$ cat config.mk
export PLATFORM = sky130hd
export DESIGN_NAME = udbp_top
export DESIGN_NICKNAME = d
export VERILOG_FILES = /design/src/logic/udbp_pkg.sv /design/src/logic/udbp_top.sv /design/src/logic/udbp_fifo.sv
export SDC_FILE = /design/constraint.sdc
export NUM_CORES = 1
export LEC_CHECK = 0
export BUFFER_PORTS_ARGS = -buffer_cell sky130_fd_sc_hd__buf_4
export CAP_MARGIN = 20
export CORE_ASPECT_RATIO = 1.5
export CORE_MARGIN = 8
export CORE_UTILIZATION = 59
export DETAILED_ROUTE_END_ITERATION = 8
export PLACE_DENSITY = 0.78
export SETUP_SLACK_MARGIN = 0.2
export SLEW_MARGIN = 5
export SYNTH_ARGS = -nofsm -noshare
export SYNTH_HDL_FRONTEND = slang
export SYNTH_SLANG_ARGS = --single-unit
$ cat constraint.sdc
create_clock -name clk_sys_i -period 4.1 [get_ports clk_sys_i]
set_clock_uncertainty 0.2 [all_clocks]
set_input_delay 0.82 -clock clk_sys_i [delete_from_list [all_inputs] [get_ports clk_sys_i]]
set_output_delay 0.82 -clock clk_sys_i [all_outputs]
set_load 0.1 [all_outputs]
$ cat src/logic/udbp_pkg.sv
// Constants, register map and state codes of the UART data buffer port.
// Assumes a 32-bit APB master and a byte-wide register index per word.
package udbp_pkg;
  // Register indices; byte address is four times the index
  localparam logic [29:0] UDBP_IDX_DATA_BUFFER = 30'h0000_0099;
  localparam logic [29:0] UDBP_IDX_CONTROL = 30'h0000_0098;
  localparam logic [29:0] UDBP_IDX_RELOAD = 30'h0000_008d;

  // Reset values
  localparam logic [7:0] UDBP_RST_DATA_BUFFER = 8'h00;
  localparam logic [7:0] UDBP_RST_RELOAD = 8'h00;
  localparam logic UDBP_RST_FLAG = 1'b0;

  // Control register field positions
  localparam int UDBP_BIT_RECEIVE_DONE = 0;
  localparam int UDBP_BIT_TRANSMIT_DONE = 1;
  localparam int UDBP_BIT_EXTRA = 2;
  localparam int UDBP_BIT_TX_NINTH = 3;
  localparam int UDBP_BIT_RX_ENABLE = 4;
  localparam int UDBP_BIT_FILTER = 5;
  localparam int UDBP_BIT_NINE_MODE = 7;

  // Timer and bit framing
  localparam logic [7:0] UDBP_TIMER_TOP = 8'hff;
  localparam logic [3:0] UDBP_LAST_DATA_BIT = 4'h7;

  // Transmit buffer shape
  localparam int UDBP_FIFO_WIDTH = 8;
  localparam int UDBP_FIFO_DEPTH = 16;

  typedef enum logic [2:0] {
    UDBP_TX_IDLE = 3'b000,
    UDBP_TX_START = 3'b001,
    UDBP_TX_DATA = 3'b010,
    UDBP_TX_NINTH = 3'b011,
    UDBP_TX_STOP = 3'b100
  } udbp_tx_state_t;

  typedef enum logic [2:0] {
    UDBP_RX_IDLE = 3'b000,
    UDBP_RX_START = 3'b001,
    UDBP_RX_DATA = 3'b010,
    UDBP_RX_NINTH = 3'b011,
    UDBP_RX_STOP = 3'b100
  } udbp_rx_state_t;
endpackage

$ cat src/logic/udbp_top.sv
// UART data buffer port: APB registers, reload timer, transmitter, receiver.
// Assumes an APB master on clk_sys_i and serial_rx_i synchronous to it.
// Overview of operation
// - One buffer index: writes go to transmit side, reads come from receive latch.
// - Written byte queued in a 16-entry FIFO, then held in transmit shift register until shifted out.
// - Every byte write starts a serial transmission, no start command.
// - Buffer reads return receive latch, never the pending transmit byte.
// - Buffer is eight bits, bit 7 most significant, resets to zero.
// - Transmit done flag set at start of stop bit; software clears it.
// - At mid stop bit sample, latch loads only if receive flag clear and filter passes.
// - Bit rate is half the overflow rate of an 8-bit reload timer.
`timescale 1ns/1ps
module udbp_top (
  input wire logic clk_sys_i,
  input wire logic rst_i,
  input wire logic psel_i,
  input wire logic penable_i,
  input wire logic pwrite_i,
  input wire logic [31:0] paddr_i,
  input wire logic [31:0] pwdata_i,
  output logic [31:0] prdata_o,
  output logic pready_o,
  output logic pslverr_o,
  output logic serial_tx_o,
  input wire logic serial_rx_i
);
  typedef struct packed {
    logic [7:0] receive_latch;
    logic received_extra_bit;
    logic transmit_done_flag;
    logic receive_done_flag;
    logic receive_filter_enable;
    logic rx_enable;
    logic nine_bit_mode;
    logic tx_ninth_bit;
    logic [7:0] reload_timer_high_byte;
    logic [7:0] timer;
    udbp_pkg::udbp_tx_state_t tx_state;
    logic tx_phase;
    logic [8:0] tx_shift;
    logic [3:0] tx_count;
    logic tx_line;
    udbp_pkg::udbp_rx_state_t rx_state;
    logic rx_phase;
    logic [7:0] rx_shift;
    logic rx_ninth;
    logic [3:0] rx_count;
    logic rx_line_prev;
    logic [31:0] prdata;
    logic pslverr;
  } udbp_state_t;

  udbp_state_t st;
  udbp_state_t next_st;

  logic overflow;
  logic hit_data;
  logic hit_ctrl;
  logic hit_reload;
  logic access;
  logic wr_en;
  logic fifo_in_valid;
  logic fifo_in_ready;
  logic fifo_out_valid;
  logic [7:0] fifo_out_data;
  logic tx_take;
  logic rx_extra;

  function automatic logic reg_hit(input logic [31:0] addr, input logic [29:0] idx);
    reg_hit = (addr[31:2] == idx);
  endfunction

  assign hit_data = reg_hit(paddr_i, udbp_pkg::UDBP_IDX_DATA_BUFFER);
  assign hit_ctrl = reg_hit(paddr_i, udbp_pkg::UDBP_IDX_CONTROL);
  assign hit_reload = reg_hit(paddr_i, udbp_pkg::UDBP_IDX_RELOAD);
  assign access = psel_i && penable_i;
  // Stall a buffer write while the transmit queue is full
  assign pready_o = !(hit_data && pwrite_i && !fifo_in_ready);
  assign wr_en = access && pwrite_i && pready_o;
  assign fifo_in_valid = access && pwrite_i && hit_data;
  assign prdata_o = st.prdata;
  assign pslverr_o = st.pslverr;
  assign serial_tx_o = st.tx_line;
  assign overflow = (st.timer == udbp_pkg::UDBP_TIMER_TOP);
  assign tx_take = fifo_out_valid && (st.tx_state == udbp_pkg::UDBP_TX_IDLE);

  // Queued writes keep their order; software should still pace on done flag
  udbp_fifo #(
    .WIDTH(udbp_pkg::UDBP_FIFO_WIDTH),
    .DEPTH(udbp_pkg::UDBP_FIFO_DEPTH)
  ) u_tx_fifo (
    .clk_sys_i(clk_sys_i),
    .rst_i(rst_i),
    .in_valid_i(fifo_in_valid),
    .in_data_i(pwdata_i[7:0]),
    .in_ready_o(fifo_in_ready),
    .out_valid_o(fifo_out_valid),
    .out_data_o(fifo_out_data),
    .out_ready_i(tx_take)
  );

  always_comb begin
    next_st = st;
    rx_extra = 1'b0;
    // Line history so a start needs a falling edge, not a low level
    next_st.rx_line_prev = serial_rx_i;

    // Read data captured in the setup phase
    if (psel_i && !penable_i) begin
      next_st.prdata = '0;
      next_st.pslverr = 1'b0;
      if (hit_data) begin
        next_st.prdata[7:0] = st.receive_latch;
      end else if (hit_ctrl) begin
        next_st.prdata[udbp_pkg::UDBP_BIT_RECEIVE_DONE] = st.receive_done_flag;
        next_st.prdata[udbp_pkg::UDBP_BIT_TRANSMIT_DONE] = st.transmit_done_flag;
        next_st.prdata[udbp_pkg::UDBP_BIT_EXTRA] = st.received_extra_bit;
        next_st.prdata[udbp_pkg::UDBP_BIT_TX_NINTH] = st.tx_ninth_bit;
        next_st.prdata[udbp_pkg::UDBP_BIT_RX_ENABLE] = st.rx_enable;
        next_st.prdata[udbp_pkg::UDBP_BIT_FILTER] = st.receive_filter_enable;
        next_st.prdata[udbp_pkg::UDBP_BIT_NINE_MODE] = st.nine_bit_mode;
      end else if (hit_reload) begin
        next_st.prdata[7:0] = st.reload_timer_high_byte;
      end else begin
        next_st.pslverr = 1'b1;
      end
    end

    // Register writes; hardware flag sets below take priority
    if (wr_en && hit_ctrl) begin
      next_st.receive_done_flag = pwdata_i[udbp_pkg::UDBP_BIT_RECEIVE_DONE];
      next_st.transmit_done_flag = pwdata_i[udbp_pkg::UDBP_BIT_TRANSMIT_DONE];
      next_st.tx_ninth_bit = pwdata_i[udbp_pkg::UDBP_BIT_TX_NINTH];
      next_st.rx_enable = pwdata_i[udbp_pkg::UDBP_BIT_RX_ENABLE];
      next_st.receive_filter_enable = pwdata_i[udbp_pkg::UDBP_BIT_FILTER];
      next_st.nine_bit_mode = pwdata_i[udbp_pkg::UDBP_BIT_NINE_MODE];
    end else if (wr_en && hit_reload) begin
      next_st.reload_timer_high_byte = pwdata_i[7:0];
    end

    // Reload timer: overflow rate is clock / (256 - reload)
    if (overflow) begin
      next_st.timer = st.reload_timer_high_byte;
    end else begin
      next_st.timer = st.timer + 1'b1;
    end

    // Transmitter: each bit lasts two timer overflows
    case (st.tx_state)
      udbp_pkg::UDBP_TX_IDLE: begin
        next_st.tx_line = 1'b1;
        if (tx_take) begin
          next_st.tx_shift = {st.tx_ninth_bit, fifo_out_data};
          next_st.tx_state = udbp_pkg::UDBP_TX_START;
          next_st.tx_phase = 1'b0;
          next_st.tx_line = 1'b0;
        end
      end
      default: begin
        if (overflow) begin
          next_st.tx_phase = !st.tx_phase;
          if (st.tx_phase) begin
            case (st.tx_state)
              udbp_pkg::UDBP_TX_START: begin
                next_st.tx_state = udbp_pkg::UDBP_TX_DATA;
                next_st.tx_count = '0;
                next_st.tx_line = st.tx_shift[0];
              end
              udbp_pkg::UDBP_TX_DATA: begin
                next_st.tx_shift = {1'b0, st.tx_shift[8:1]};
                next_st.tx_line = st.tx_shift[1];
                next_st.tx_count = st.tx_count + 1'b1;
                if (st.tx_count == udbp_pkg::UDBP_LAST_DATA_BIT) begin
                  if (st.nine_bit_mode) begin
                    next_st.tx_state = udbp_pkg::UDBP_TX_NINTH;
                  end else begin
                    next_st.tx_state = udbp_pkg::UDBP_TX_STOP;
                    next_st.tx_line = 1'b1;
                    next_st.transmit_done_flag = 1'b1;
                  end
                end
              end
              udbp_pkg::UDBP_TX_NINTH: begin
                next_st.tx_state = udbp_pkg::UDBP_TX_STOP;
                next_st.tx_line = 1'b1;
                next_st.transmit_done_flag = 1'b1;
              end
              default: begin
                next_st.tx_state = udbp_pkg::UDBP_TX_IDLE;
                next_st.tx_line = 1'b1;
              end
            endcase
          end
        end
      end
    endcase

    // Receiver: first sample mid start bit, then every two overflows
    case (st.rx_state)
      udbp_pkg::UDBP_RX_IDLE: begin
        if (st.rx_enable && st.rx_line_prev && !serial_rx_i) begin
          next_st.rx_state = udbp_pkg::UDBP_RX_START;
          next_st.rx_phase = 1'b1;
        end
      end
      default: begin
        if (overflow) begin
          next_st.rx_phase = !st.rx_phase;
          if (st.rx_phase) begin
            case (st.rx_state)
              udbp_pkg::UDBP_RX_START: begin
                next_st.rx_count = '0;
                if (serial_rx_i) begin
                  next_st.rx_state = udbp_pkg::UDBP_RX_IDLE;
                end else begin
                  next_st.rx_state = udbp_pkg::UDBP_RX_DATA;
                end
              end
              udbp_pkg::UDBP_RX_DATA: begin
                next_st.rx_shift = {serial_rx_i, st.rx_shift[7:1]};
                next_st.rx_count = st.rx_count + 1'b1;
                if (st.rx_count == udbp_pkg::UDBP_LAST_DATA_BIT) begin
                  if (st.nine_bit_mode) begin
                    next_st.rx_state = udbp_pkg::UDBP_RX_NINTH;
                  end else begin
                    next_st.rx_state = udbp_pkg::UDBP_RX_STOP;
                  end
                end
              end
              udbp_pkg::UDBP_RX_NINTH: begin
                next_st.rx_ninth = serial_rx_i;
                next_st.rx_state = udbp_pkg::UDBP_RX_STOP;
              end
              default: begin
                rx_extra = st.nine_bit_mode ? st.rx_ninth : serial_rx_i;
                // Overrun keeps the earlier byte
                if (!st.receive_done_flag && (!st.receive_filter_enable || rx_extra)) begin
                  next_st.receive_latch = st.rx_shift;
                  next_st.received_extra_bit = rx_extra;
                  next_st.receive_done_flag = 1'b1;
                end
                next_st.rx_state = udbp_pkg::UDBP_RX_IDLE;
              end
            endcase
          end
        end
      end
    endcase
  end

  always_ff @(posedge clk_sys_i) begin
    if (rst_i) begin
      st <= '0;
      st.receive_latch <= udbp_pkg::UDBP_RST_DATA_BUFFER;
      st.tx_shift <= '0;
      st.reload_timer_high_byte <= udbp_pkg::UDBP_RST_RELOAD;
      st.transmit_done_flag <= udbp_pkg::UDBP_RST_FLAG;
      st.receive_done_flag <= udbp_pkg::UDBP_RST_FLAG;
      st.tx_state <= udbp_pkg::UDBP_TX_IDLE;
      st.rx_state <= udbp_pkg::UDBP_RX_IDLE;
      st.tx_line <= 1'b1;
      st.rx_line_prev <= 1'b1;
    end else begin
      st <= next_st;
    end
  end
endmodule // udbp_top

$ cat src/logic/udbp_fifo.sv
// Byte FIFO with valid/ready on both sides and a registered read port.
// Assumes one clock and a synchronous active-high reset.
`timescale 1ns/1ps
module udbp_fifo #(
  parameter int WIDTH = 8,
  parameter int DEPTH = 16
) (
  input wire logic clk_sys_i,
  input wire logic rst_i,
  input wire logic in_valid_i,
  input wire logic [WIDTH-1:0] in_data_i,
  output logic in_ready_o,
  output logic out_valid_o,
  output logic [WIDTH-1:0] out_data_o,
  input wire logic out_ready_i
);
  localparam int AW = $clog2(DEPTH);
  localparam logic [AW:0] FULL_COUNT = (AW+1)'(DEPTH);

  typedef struct packed {
    logic [DEPTH-1:0][WIDTH-1:0] mem;
    logic [AW-1:0] wr_ptr;
    logic [AW-1:0] rd_ptr;
    logic [AW:0] count;
    logic out_valid;
    logic [WIDTH-1:0] out_data;
  } udbp_fifo_state_t;

  udbp_fifo_state_t st;
  udbp_fifo_state_t next_st;
  logic push;
  logic load;

  assign in_ready_o = (st.count != FULL_COUNT);
  assign out_valid_o = st.out_valid;
  assign out_data_o = st.out_data;

  always_comb begin
    next_st = st;
    push = in_valid_i && in_ready_o;
    load = (st.count != '0) && (!st.out_valid || out_ready_i);
    if (st.out_valid && out_ready_i) begin
      next_st.out_valid = 1'b0;
    end
    if (push) begin
      next_st.mem[st.wr_ptr] = in_data_i;
      next_st.wr_ptr = st.wr_ptr + 1'b1;
    end
    // Output register refilled from the oldest stored word
    if (load) begin
      next_st.out_data = st.mem[st.rd_ptr];
      next_st.out_valid = 1'b1;
      next_st.rd_ptr = st.rd_ptr + 1'b1;
    end
    if (push && !load) begin
      next_st.count = st.count + 1'b1;
    end else if (load && !push) begin
      next_st.count = st.count - 1'b1;
    end
  end

  always_ff @(posedge clk_sys_i) begin
    if (rst_i) begin
      st <= '0;
    end else begin
      st <= next_st;
    end
  end
endmodule // udbp_fifo

==> impl_metrics.json <==
{
  "io_pins": 105,
  "cp-end-kind": "flip-flop",
  "place_congestion": 0.853,
  "nFillCells": 1406,
  "htree_num_levels": 1,
  "cts_tree": "built",
  "drive_gt1_frac": 0.146,
  "synth_top_flop_cell": "dfxtp_1",
  "netlist_area_um2": 10700,
  "postCtsHoldBufs": 0,
  "max_freq_ghz": 0.281,
  "vias": 8295,
  "yosysSeqAreaShare": 0.423,
  "synth-async-reset-ratio": 0,
  "synth_cells": 1126,
  "slew_headroom": 0.399,
  "hp-start": "prdata_o[4]",
  "drv_cap": 0,
  "cp_data_arrival_time_ps": 3790,
  "yosys_register_bits": 226,
  "routed_wl_um": 24700,
  "antenna_found_initial": 0,
  "die_w_um": 126,
  "diodes": 0,
  "critPathRequiredTime_ps": 4330,
  "place_hpwl_um": 17000,
  "crit_fanout": 11,
  "cts_resized": 0,
  "start_util": 0.598,
  "layout.nets": 1203,
  "r2r_setup_slack_ps": 540,
  "whs_endpoint": "prdata_o[4]",
  "layout_setup_ws_ps": 541,
  "ys_types": 66,
  "drv_slew": 0,
  "finalSetupTns_ps": 0,
  "cts_root_buf": "clkbuf_16",
  "port_buffers": 54,
  "multiInputGateArea_um2": 5550,
  "path_common_cell": "a21oi_1",
  "timing.rr.end": "u_tx_fifo.st[13]",
  "detail-route-antenna-nets": 0,
  "synth_edf_count": 0,
  "critPathMaxStageDelay_ps": 730,
  "setup_viol": 0,
  "post_drt_wl_per_cell_um": 18.3,
  "clock_sinks": 226,
  "cp_top_family": "simple AND/OR/NAND/NOR gates",
  "clk_latency_ps": 510,
  "cts_max_path_buffers": 3,
  "first_pass_iters": 5,
  "min_period_ps": 3560,
  "cp_num_buf_inv": 2,
  "cts_setup_buffers": 0,
  "post-place-ws_ps": 288,
  "clk_pin_slew_ps": 60,
  "timing.rr.start": "u_tx_fifo.st[9]",
  "p_per_area_nw_per_um2": 479,
  "syn_area_per_cell_um2": 9.49,
  "hold_class": "reg2reg",
  "path_cells": "nor4_4, a22oi_2, clkinv_1, ha_1, inv_1, fa_1, a21o_1, a21oi_1, xnor2_1, or3_1, a21oi_1",
  "regArea_um2": 4530,
  "overflow": 0,
  "leakagePower_nw": 4.16,
  "drtIter0Drc": 699,
  "synth_warnings": 0,
  "grt_use_total": 0.216,
  "remaining_drc_errors": 0,
  "rows": 60,
  "finalHoldViolCount": 0,
  "crit_slowest_cell": "nor4_4",
  "areaGrowthSynthToFinish_pct": 9.89,
  "viasPerCell": 6.13,
  "rsz0062_at_grt": "false",
  "die-area_um2": 22800,
  "finalCritPeriodShare": 0.868,
  "crit_type": "reg2reg",
  "worst_pin_slew_ps": 902,
  "outcome": "completed",
  "grt_pass1_wl_um": 41600,
  "peakVddDrop_mv": 0.251,
  "first_global_vias": 8264,
  "r2r_cells": 11,
  "worstHoldPathCells": 2,
  "cts_buffers": 22,
  "grt_max_degree": 111,
  "core_area_um2": 17900,
  "die_h_um": 181,
  "cp-start-kind": "flip-flop"
}
==> state kept, by name (all words and copies together) (netlist names) <==
| signal | count |
|---|---|
| u_tx_fifo.st | 141 |
| serial_tx_o | 1 |
| pslverr_o | 1 |
| st | 66 |
| u_tx_fifo.out_data_o | 8 |
| u_tx_fifo.out_valid_o | 1 |
| prdata_o | 8 |
==> cells in the final DEF (no fill, tap or decap), types with 5 or more instances in the layout <==
master	count
mux4_2	32
dfxtp_1	225
o21ai_1	8
ha_1	12
nor3_1	14
o21ai_0	112
a211oi_1	11
nand2b_1	28
mux2_2	5
mux2i_1	48
nor4_4	7
a311oi_1	10
clkbuf_1	5
clkbuf_16	23
nand3_1	25
nor2_1	85
buf_4	70
nand4_1	16
conb_1	24
inv_1	16
a2111oi_0	13
and3_1	9
nand2_1	58
xnor2_1	7
nor2b_1	8
nand3b_1	105
a22oi_1	19
a21oi_1	60
==> where the power goes <==
group,total (mW),internal [mW],switching (mW),leakage (nW)
Combinational,1.02,0.374,0.647,1.95
Clock,2.21,1.36,0.855,0.389
Sequential,2.39,2.27,0.118,1.83
==> worst min-delay path: cells and delay by family (launching register included) <==
kind | cells | cell delay [ps]
flip-flops | 1 | 310
AND/OR/NAND/NOR | 1 | 50
AO/OA/AOI/OAI | 1 | 50
==> metal layers <==
layer	part of all wire	vias to the layer above	routed length, um	track usage
met1	0.39	4063	9640	0.238
met5	0	-	0	0
met2	0.54	151	13300	0.405
li1	-	4028	-	-
met3	0.033	53	805	0.0251
met4	0.038	0	932	0.0928
==> synthesized netlist by cell type, types with 9 or more instances <==
| cell type | number | area [um^2] |
|---|---|---|
| nand2b_1 | 28 | 175 |
| ha_1 | 12 | 150 |
| nor3_1 | 14 | 70.1 |
| a2111oi_0 | 13 | 114 |
| nand2_1 | 58 | 218 |
| a21oi_1 | 60 | 300 |
| dfxtp_1 | 226 | 4520 |
| inv_1 | 16 | 60.1 |
| mux2i_1 | 48 | 480 |
| nand4_1 | 16 | 100 |
| nor2_1 | 85 | 319 |
| a211oi_1 | 11 | 82.6 |
| o21ai_0 | 112 | 561 |
| a311oi_1 | 10 | 87.6 |
| a22oi_1 | 19 | 143 |
| mux4_2 | 32 | 721 |
| nand3b_1 | 105 | 788 |
| clkbuf_1 | 58 | 218 |
| nand3_1 | 25 | 125 |
| buf_4 | 34 | 255 |
| and3_1 | 9 | 56.3 |
| buf_2 | 22 | 110 |
==> per-stage QoR <==
stage | power, mW | hold WS (ps) | util | std cells | instance area (um^2)
floorplan | 3.22 | 232 | - | 1149 | 10800
global placement | 3.44 | 241 | 0.613 | 1313 | 10900
detailed placement | 3.45 | 244 | 0.613 | 1313 | 10900
CTS | 5.65 | 253 | 0.657 | 1353 | 11700
global route | 5.83 | 271 | 0.657 | 1353 | 11700
finish | 5.62 | 255 | 0.657 | 1353 | 11700
==> worst max-delay path by stage <==
stage / startpoint / endpoint / slack [ps] / cells after the start
floorplan: paddr_i[11] / u_tx_fifo.st[13] / 540 / 13
global route: u_tx_fifo.st[9] / u_tx_fifo.st[13] / 330 / 13
global placement: paddr_i[26] / u_tx_fifo.st[13] / 310 / 13
finish: u_tx_fifo.st[9] / u_tx_fifo.st[13] / 540 / 11
detailed placement: paddr_i[22] / u_tx_fifo.st[13] / 290 / 13
CTS: u_tx_fifo.st[9] / u_tx_fifo.st[13] / 560 / 13
==> cell families after synthesis <==
kind of cell             after synthesis  synth area share
buffers and inverters                141            0.0649
multiplexers                          85             0.118
XOR/XNOR                              11           0.00902
AND/OR/NAND/NOR                      391             0.226
adder cells (fa/ha/maj)               13            0.0159
flip-flops                           226             0.423
AO/OA/AOI/OAI                        258             0.143
other                                  1          0.000351
==> cell type report <==
class,instances,share of cell area
multi-input cells,782,0.473
inverters,18,0.00575
clock buffers,32,0.0553
flip-flops and latches,226,0.385
clock inverters,8,0.0127
repair buffers,70,0.0448
well taps,217,0.0231
Power figures use the tool's default switching activity.
